$ cat config.mk
export PLATFORM = sky130hd
export DESIGN_NAME = hb_bridge_ctrl
export DESIGN_NICKNAME = d
export VERILOG_FILES = /design/src/hdl/hb_pkg.sv /design/src/hdl/hb_timer.sv /design/src/hdl/hb_bridge_ctrl.sv
export VERILOG_INCLUDE_DIRS = /design/src /design/src/hdl
export SDC_FILE = /design/constraint.sdc
export NUM_CORES = 1
export LEC_CHECK = 0
export ABC_AREA = 0
export BUFFER_PORTS_ARGS = -buffer_cell sky130_fd_sc_hd__buf_2
export CORE_ASPECT_RATIO = 1.5
export CORE_MARGIN = 2
export CORE_UTILIZATION = 35
export DETAILED_ROUTE_END_ITERATION = 6
export HOLD_SLACK_MARGIN = 0.02
export PLACE_DENSITY = 0.53
export SYNTH_ARGS = -nofsm -noshare
export SYNTH_HDL_FRONTEND = slang
export SYNTH_SLANG_ARGS = --single-unit
$ cat constraint.sdc
create_clock -name CLOCK -period 15.3 [get_ports CLOCK]
set_input_delay 3.06 -clock CLOCK [delete_from_list [all_inputs] [get_ports CLOCK]]
set_output_delay 3.06 -clock CLOCK [all_outputs]
set_load 0.01 [all_outputs]
$ cat src/hdl/hb_consts.svh
// named constants of the h-bridge control and fault block
`ifndef HB_CONSTS_SVH
`define HB_CONSTS_SVH

// clock and timing in nanoseconds, timer width in bits
`define HB_CLK_NS        10
`define HB_LIM_OFF_NS    20000
`define HB_BLANK_NS      16500
`define HB_TIMER_W       12

// junction temperature thresholds, degrees C
`define HB_TJ_FOLD_C     8'hA0
`define HB_TJ_SHUT_C     8'hAF
`define HB_TJ_HYST_C     8'h0F

// current limit levels, units of 100 mA
`define HB_CURRENT_LIMIT_LEVEL_NOM      8'h41
`define HB_CURRENT_LIMIT_LEVEL_HOT      8'h19

// register offsets
`define HB_ADDR_STAT     4'h0
`define HB_ADDR_MASK     4'h1
`define HB_ADDR_STATE    4'h2
`define HB_ADDR_LEVEL    4'h3

// register widths and reset values
`define HB_DATA_W        8
`define HB_ADDR_W        4
`define HB_EV_N          4
`define HB_STAT_RST      4'h0
`define HB_MASK_RST      4'h0

`endif

$ cat src/hdl/hb_pkg.sv
// types shared by the h-bridge control and fault block
package hb_pkg;

   // main control state, one-hot
   typedef enum logic [1:0] {
      HB_ST_RUN = 2'b01,
      HB_ST_OFF = 2'b10
   } hb_state_t;

   // control pins after synchronisation
   typedef struct packed {
      logic dir_a;
      logic dir_b;
      logic dis_h;
      logic dis_l_n;
      logic uv;
   } hb_in_t;

   // interrupt events, same layout as status and mask
   typedef struct packed {
      logic lim;
      logic ot;
      logic sc;
      logic uv;
   } hb_ev_t;

endpackage

$ cat src/hdl/hb_timer.sv
// one-shot down counter used for off-time and blanking
`timescale 1ns/1ps
module hb_timer #(
   parameter int W = 12
) (
   input  wire logic         clk,
   input  wire logic         rst,
   input  wire logic         start,
   input  wire logic [W-1:0] len,
   output logic              busy,
   output logic              done
);

   logic [W-1:0] cnt_r;

   // loads on start, runs down to zero
   always_ff @(posedge clk) begin
      if (rst) begin
         cnt_r <= '0;
      end else if (start) begin
         cnt_r <= len;
      end else if (busy) begin
         cnt_r <= cnt_r - 1'b1;
      end
   end

   // busy while counting, done on the last counted cycle
   assign busy = (cnt_r != '0);
   assign done = (cnt_r == {{(W-1){1'b0}}, 1'b1}) & ~start;

endmodule // hb_timer

$ cat src/hdl/hb_bridge_ctrl.sv
// control and protection logic of a full h-bridge driver
// Overview of operation
// - motor driven only when enabled, unfaulted; inputs choose output polarity
// - both inputs high drive both high; both low brake low
// - first input sets first output, second input sets second output
// - either disable active puts both outputs in high impedance
// - undervoltage, short or overtemperature tri-state outputs, pull fault flag low
// - undervoltage recovery resumes per inputs and releases flag by itself
// - short latch holds outputs off until a disable edge clears it
// - after thermal reset outputs return only below shutdown minus hysteresis
// - current at limit tri-states outputs for a fixed off-time
// - limit level folds back above 160 C; above 175 C thermal latch
// - blanking timer at each activation; over-limit during it is a short
// - with no latch and normal temperature outputs follow the inputs
//
// Added by the designer: the plain strobed port and the placing of the registers.
`timescale 1ns/1ps
`include "hb_consts.svh"
module hb_bridge_ctrl #(
   parameter int LIM_OFF_CYC = `HB_LIM_OFF_NS / `HB_CLK_NS,
   parameter int BLANK_CYC   = `HB_BLANK_NS / `HB_CLK_NS
) (
   input  wire logic                  CLOCK,
   input  wire logic                  SYS_RST,
   input  wire logic                  DIR_INPUT_A,
   input  wire logic                  DIR_INPUT_B,
   input  wire logic                  DISABLE_ACTIVE_HIGH,
   input  wire logic                  DISABLE_ACTIVE_LOW_N,
   input  wire logic                  UNDERVOLT,
   input  wire logic [7:0]            JUNC_TEMP,
   input  wire logic [7:0]            LOAD_CURRENT,
   input  wire logic [`HB_ADDR_W-1:0] REG_ADDR,
   input  wire logic [`HB_DATA_W-1:0] REG_WDATA,
   input  wire logic                  REG_WR,
   input  wire logic                  REG_RD,
   output logic      [`HB_DATA_W-1:0] REG_RDATA,
   output logic                       IRQ,
   output logic                       BRIDGE_OUT_A,
   output logic                       BRIDGE_OUT_A_OE_N,
   output logic                       BRIDGE_OUT_B,
   output logic                       BRIDGE_OUT_B_OE_N,
   output logic                       FAULT_FLAG_N_O,
   output logic                       FAULT_FLAG_N_OE_N
);

   localparam int TW = `HB_TIMER_W;

   // refuse counts the timers cannot hold
   if (LIM_OFF_CYC < 1 || LIM_OFF_CYC >= (1 << TW) || BLANK_CYC < 1 || BLANK_CYC >= (1 << TW))
   begin : g_bad_len
      $error("timer length out of range");
   end

   hb_pkg::hb_in_t    pin_w;
   hb_pkg::hb_in_t    sync1_r;
   hb_pkg::hb_in_t    s_r;
   hb_pkg::hb_in_t    p_r;
   hb_pkg::hb_state_t st_r;
   hb_pkg::hb_state_t st_nxt;
   hb_pkg::hb_ev_t    ev_w;
   logic [7:0]        tj_r;
   logic [7:0]        cur_r;
   logic              sc_r;
   logic              ot_r;
   logic              ot_wait_r;
   logic [`HB_EV_N-1:0] stat_r;
   logic [`HB_EV_N-1:0] mask_r;
   logic [`HB_EV_N-1:0] stat_nxt;

   // collect the control pins into one word
   assign pin_w = '{dir_a: DIR_INPUT_A, dir_b: DIR_INPUT_B, dis_h: DISABLE_ACTIVE_HIGH,
                    dis_l_n: DISABLE_ACTIVE_LOW_N, uv: UNDERVOLT};

   always_ff @(posedge CLOCK) begin
      if (SYS_RST) begin
         sync1_r <= '{dir_a: 1'b0, dir_b: 1'b0, dis_h: 1'b1, dis_l_n: 1'b0, uv: 1'b0};
         s_r     <= '{dir_a: 1'b0, dir_b: 1'b0, dis_h: 1'b1, dis_l_n: 1'b0, uv: 1'b0};
         p_r     <= '{dir_a: 1'b0, dir_b: 1'b0, dis_h: 1'b1, dis_l_n: 1'b0, uv: 1'b0};
      end else begin
         sync1_r <= pin_w;
         s_r     <= sync1_r;
         p_r     <= s_r;
      end
   end

   // sampled analog measurements
   always_ff @(posedge CLOCK) begin
      if (SYS_RST) begin
         tj_r  <= 8'h00;
         cur_r <= 8'h00;
      end else begin
         tj_r  <= JUNC_TEMP;
         cur_r <= LOAD_CURRENT;
      end
   end

   logic       dis_w;
   logic       clr_edge_w;
   logic       temp_hot_w;
   logic       temp_cool_w;
   logic [7:0] fold_w;
   logic [7:0] level_w;
   logic       cur_over_w;
   logic       drive_now_w;
   logic       blank_busy_w;
   logic       off_done_w;
   logic       sc_set_w;
   logic       lim_hit_w;
   logic       drive_ok_w;
   logic       act_w;
   logic       flag_low_w;

   assign dis_w       = s_r.dis_h | ~s_r.dis_l_n;
   // falling active-high or rising active-low disable
   assign clr_edge_w  = (p_r.dis_h & ~s_r.dis_h) | (~p_r.dis_l_n & s_r.dis_l_n);
   assign temp_hot_w  = tj_r > `HB_TJ_SHUT_C;
   // restart only below shutdown minus hysteresis
   assign temp_cool_w = tj_r < (`HB_TJ_SHUT_C - `HB_TJ_HYST_C);

   // limit level folds back linearly between 160 and 175 C
   assign fold_w  = 8'((16'(tj_r - `HB_TJ_FOLD_C) * 16'(`HB_CURRENT_LIMIT_LEVEL_NOM - `HB_CURRENT_LIMIT_LEVEL_HOT))
                       / 16'(`HB_TJ_SHUT_C - `HB_TJ_FOLD_C));
   assign level_w = (tj_r <= `HB_TJ_FOLD_C) ? `HB_CURRENT_LIMIT_LEVEL_NOM :
                    temp_hot_w ? `HB_CURRENT_LIMIT_LEVEL_HOT : `HB_CURRENT_LIMIT_LEVEL_NOM - fold_w;
   assign cur_over_w  = cur_r >= level_w;
   assign drive_now_w = ~BRIDGE_OUT_A_OE_N;

   // over-limit inside blanking window is a hard short
   assign sc_set_w   = drive_now_w & blank_busy_w & cur_over_w;
   // over-limit after blanking starts the off-time
   assign lim_hit_w  = drive_now_w & ~blank_busy_w & cur_over_w & (st_r == hb_pkg::HB_ST_RUN);

   // drive only when enabled, unfaulted, not in off-time
   assign drive_ok_w = ~dis_w & ~s_r.uv & ~sc_r & ~ot_r & ~ot_wait_r & ~temp_hot_w
                       & (st_r == hb_pkg::HB_ST_RUN) & ~lim_hit_w & ~sc_set_w;
   assign act_w      = drive_ok_w & ~drive_now_w;

   // flag low on any fault, and while disabled
   assign flag_low_w = dis_w | s_r.uv | sc_r | ot_r;

   // fault latches; a new fault wins over a clearing edge
   always_ff @(posedge CLOCK) begin
      if (SYS_RST) begin
         sc_r      <= 1'b0;
         ot_r      <= 1'b0;
         ot_wait_r <= 1'b0;
      end else begin
         // short latch held until a disable edge
         sc_r      <= sc_set_w | (sc_r & ~clr_edge_w);
         ot_r      <= temp_hot_w | (ot_r & ~clr_edge_w);
         // cleared latch waits for the hysteresis point
         ot_wait_r <= ((ot_r & clr_edge_w) | ot_wait_r) & ~temp_cool_w;
      end
   end

   // fixed off-time after the limit is reached
   always_comb begin
      st_nxt = st_r;
      unique case (st_r)
         hb_pkg::HB_ST_RUN: begin
            if (lim_hit_w) begin
               st_nxt = hb_pkg::HB_ST_OFF;
            end
         end
         hb_pkg::HB_ST_OFF: begin
            if (off_done_w) begin
               st_nxt = hb_pkg::HB_ST_RUN;
            end
         end
         default: st_nxt = hb_pkg::HB_ST_RUN;
      endcase
   end

   always_ff @(posedge CLOCK) begin
      if (SYS_RST) begin
         st_r <= hb_pkg::HB_ST_RUN;
      end else begin
         st_r <= st_nxt;
      end
   end

   // off-time timer
   hb_timer #(.W(TW)) u_off_timer (
      .clk   (CLOCK),
      .rst   (SYS_RST),
      .start (lim_hit_w),
      .len   (TW'(LIM_OFF_CYC)),
      .busy  (),
      .done  (off_done_w)
   );

   // blanking timer restarted at every activation
   hb_timer #(.W(TW)) u_blank_timer (
      .clk   (CLOCK),
      .rst   (SYS_RST),
      .start (act_w),
      .len   (TW'(BLANK_CYC)),
      .busy  (blank_busy_w),
      .done  ()
   );

   // each half-bridge follows its own input
   always_ff @(posedge CLOCK) begin
      if (SYS_RST) begin
         BRIDGE_OUT_A      <= 1'b0;
         BRIDGE_OUT_B      <= 1'b0;
         BRIDGE_OUT_A_OE_N <= 1'b1;
         BRIDGE_OUT_B_OE_N <= 1'b1;
         FAULT_FLAG_N_O    <= 1'b0;
         FAULT_FLAG_N_OE_N <= 1'b1;
      end else begin
         BRIDGE_OUT_A      <= drive_ok_w & s_r.dir_a;
         BRIDGE_OUT_B      <= drive_ok_w & s_r.dir_b;
         BRIDGE_OUT_A_OE_N <= ~drive_ok_w;
         BRIDGE_OUT_B_OE_N <= ~drive_ok_w;
         FAULT_FLAG_N_O    <= 1'b0;
         FAULT_FLAG_N_OE_N <= ~flag_low_w;
      end
   end

   // register decode and interrupt events
   logic                  wr_stat_w;
   logic                  wr_mask_w;
   logic [`HB_DATA_W-1:0] rd_mux_w;

   assign wr_stat_w = REG_WR & (REG_ADDR == `HB_ADDR_STAT);
   assign wr_mask_w = REG_WR & (REG_ADDR == `HB_ADDR_MASK);
   assign ev_w      = '{lim: lim_hit_w, ot: temp_hot_w & ~ot_r,
                        sc: sc_set_w & ~sc_r, uv: s_r.uv & ~p_r.uv};
   // set wins over a write-one clear
   assign stat_nxt  = (stat_r & ~(wr_stat_w ? REG_WDATA[`HB_EV_N-1:0] : `HB_STAT_RST))
                      | ev_w;
   assign rd_mux_w  = (REG_ADDR == `HB_ADDR_STAT)  ? {4'h0, stat_r} :
                      (REG_ADDR == `HB_ADDR_MASK)  ? {4'h0, mask_r} :
                      (REG_ADDR == `HB_ADDR_STATE) ? {ot_wait_r, ot_r, sc_r, s_r.uv,
                                                      dis_w, st_r[1], drive_now_w,
                                                      flag_low_w} :
                      (REG_ADDR == `HB_ADDR_LEVEL) ? level_w : 8'h00;

   always_ff @(posedge CLOCK) begin
      if (SYS_RST) begin
         stat_r    <= `HB_STAT_RST;
         mask_r    <= `HB_MASK_RST;
         REG_RDATA <= 8'h00;
         IRQ       <= 1'b0;
      end else begin
         stat_r    <= stat_nxt;
         mask_r    <= wr_mask_w ? REG_WDATA[`HB_EV_N-1:0] : mask_r;
         REG_RDATA <= REG_RD ? rd_mux_w : 8'h00;
         IRQ       <= |(stat_r & mask_r);
      end
   end

   // helper: cycles spent in off-time
   logic [TW-1:0] off_cnt_r;
   always_ff @(posedge CLOCK) begin
      if (SYS_RST || st_r != hb_pkg::HB_ST_OFF) begin
         off_cnt_r <= '0;
      end else begin
         off_cnt_r <= off_cnt_r + 1'b1;
      end
   end
endmodule // hb_bridge_ctrl

==> flow_summary.yaml <==
outcome:
  outcome: "complete, no violations"
sta:
  fin_tns_setup_ns: 0
  timing.fmax_mhz: 79.6
  fin_crit_ns: 12.57
  finalCritPeriodShare_pct: 82.1
  rsz0062_at_grt: "no"
  relSlewSlack_pct: 33.7
  hold_viol_final: 0
  worst_pin_slew_ns: 0.994
  drv_slew: 0
  fin_skew_ns: 0.00919
  setup_viol: 0
clock_tree:
  ctsHoldBuffers: 0
  clkSinkCount: 79
  cts_buffer_depth: 2
  cts.reportedPaths.clkPinSlew_ns: 0.06
  root_buffer: "clkbuf_16"
  post_cts_resized: 0
  clock_latency_ns: 0.33
  cts_tree: "yes"
  htreeDepth: 3
  numCtsBuffers: 9
  post-cts-setup-buffer-count: 0
synth:
  synth_edf_count: 0
  synth_cell_type_count: 105
  avgSynthCellArea_um2: 8.28
  ys_seq_area_share_pct: 25.6
  synthFlopType: "dfxtp_1"
  syn-cell-area_um2: 6170
  synthArstFlopShare_pct: 0
  syn_nets: 815
  ys_ff_latch: 79
  yosys_warnings: 0
  syn-instance-count: 745
hold_path:
  hold-path-cell-count: 1
  hold_path_end: "s_r[2]"
  hold_class: "reg -> reg"
  hp-start: "sync1_r[2]"
grt:
  grt_first_pass_wirelength_um: 26100
  grtUsageTotal_pct: 16.7
  grt_antenna_before_repair: 0
  grt_pass1_vias: 5404
  gr-total-overflow: 0
  grt_max_degree: 61
critical_path:
  worstPathRequired_ns: 15.55
  cp-start-kind: "flip-flop"
  worstPathMaxFanout: 14
  crit_arrival_ns: 12.82
  r2r-end: "u_off_timer.cnt_r[1]"
  rr_worst_depth: 49
  end_kind: "flip-flop"
  path_delay_family: "compound AO/OA/AOI/OAI gates"
  path_buf_inv: 2
  slowest_delay_ns: 0.78
  cp_slowest_cell: "a21oi_1"
  critical_path_class: "reg -> reg"
  ff2ff_setup_slack_ns: 2.73
  reg2reg_from: "tj_r[7]"
die:
  ios: 52
  die-height_um: 167
  std_cell_rows: 59
  dieWidth_um: 112
  dieArea_um2: 18700
  coreArea_um2: 17300
  start_util_pct: 35.7
routing:
  remaining_drc_errors: 0
  drtIter0Drc: 325
  postRouteAntennaNets: 0
  drt_wl_total_um: 16300
  wl_per_cell_um: 16.4
  vias: 5745
  vias_per_cell: 5.79
  first_pass_iters: 5
placement:
  gp_congestion: 0.944
  portBuffers: 46
  dp_hpwl_um: 12800
final_layout:
  drive_above_1_share_pct: 14.7
  final_common_cell: "dfxtp_1"
  areaGrowthSynthToFinish_pct: 11.3
  final_cell_mix: "79 x dfxtp_1, 59 x nor2_1, 57 x nand2_1, 54 x a21oi_1, 46 x buf_2"
  fin_nets: 845
  antenna_cells: 0
job:
  max_cap_viol_count: 0
layer usage:
layer / track usage (%) / up-vias / routed length [um] / share of wire, %
met5: 0 / - / 0 / 0
met3: 2.22 / 22 / 549 / 3.4
met1: 19.4 / 2739 / 6860 / 42
met2: 31.6 / 131 / 8600 / 53
met4: 4.83 / 0 / 283 / 1.7
li1: - / 2853 / - / -
cell families after synthesis:
logic type      count (synthesis)  synth area share (%)
flops                          79                  25.6
fa+ha+maj                      33                  6.82
simple gates                  302                  26.6
buf+inv                        56                  3.91
mux                            18                  3.39
other cells                     1                0.0608
compound gates                219                  28.3
xor+xnor                       37                  5.25
cell usage after synthesis, drive strengths merged (5+ instances only):
cell type,n,area share (%)
nand2b,14,1.4
dfxtp,79,26
and3,8,0.89
o21ai,25,2.3
buf,12,1.2
a21oi,54,4.4
xnor2,27,3.8
nand3,25,2.2
and2,11,1.2
a311oi,5,1.0
nor4,9,0.91
inv,26,1.6
nor3,29,2.6
or4,6,0.73
nor3b,8,0.97
ha,32,6.5
o2111ai,5,0.81
a31oi,14,1.7
mux2i,13,2.2
xor2,10,1.4
nand4,10,1.3
nor2,60,3.7
a211oi,21,3.2
nand2,58,3.6
a221oi,5,0.91
a211o,5,0.71
o211ai,8,1.1
o211a,6,0.97
nor2b,33,3.3
o31ai,6,1.3
or2,9,0.91
o311ai,6,1.3
clkbuf,16,0.97
a21o,11,1.3
or3,9,0.91
registers in the layout, summed over array words and instances, names as in the netlist, 2 cells and up:
register,flops
u_blank_timer.cnt_r,12
u_off_timer.cnt_r,12
REG_RDATA,8
cur_r,8
tj_r,8
s_r,5
sync1_r,5
mask_r,4
stat_r,4
p_r,3
st_r,2
final cells by class:
class                   count  area (um^2)
fillers                  1795        10400
multi-input cells         610         4350
flip-flops and latches     79         1580
well taps                 213          267
clock buffers              10          239
repair buffers             47          238
inverters                  28          105
clock inverters             6         92.6
metrics by stage:
stage / std cells / setup slack, ns / area, um^2 / util, % / hold WS, ns
detailed placement: 977 / 2.87 / 6540 / 37.8 / 0.394
global route: 993 / 1.73 / 6870 / 39.8 / 0.420
finish: 993 / 2.73 / 6870 / 39.8 / 0.407
global placement: 977 / 3.00 / 6540 / 37.8 / 0.397
CTS: 993 / 2.80 / 6870 / 39.8 / 0.409
floorplan: 745 / 5.03 / 6170 / - / 0.389
worst max path at each step:
stage / from / to / depth (start not counted)
global route: tj_r[7] / u_off_timer.cnt_r[1] / 50
CTS: tj_r[5] / u_off_timer.cnt_r[1] / 52
floorplan: tj_r[5] / u_off_timer.cnt_r[1] / 52
finish: tj_r[7] / u_off_timer.cnt_r[1] / 49
global placement: tj_r[7] / u_off_timer.cnt_r[1] / 47
detailed placement: tj_r[7] / u_off_timer.cnt_r[1] / 50
Power is left out: the tool's default activity adds up to more than one toggle a clock period on the data nets, which glitch-free logic cannot reach.
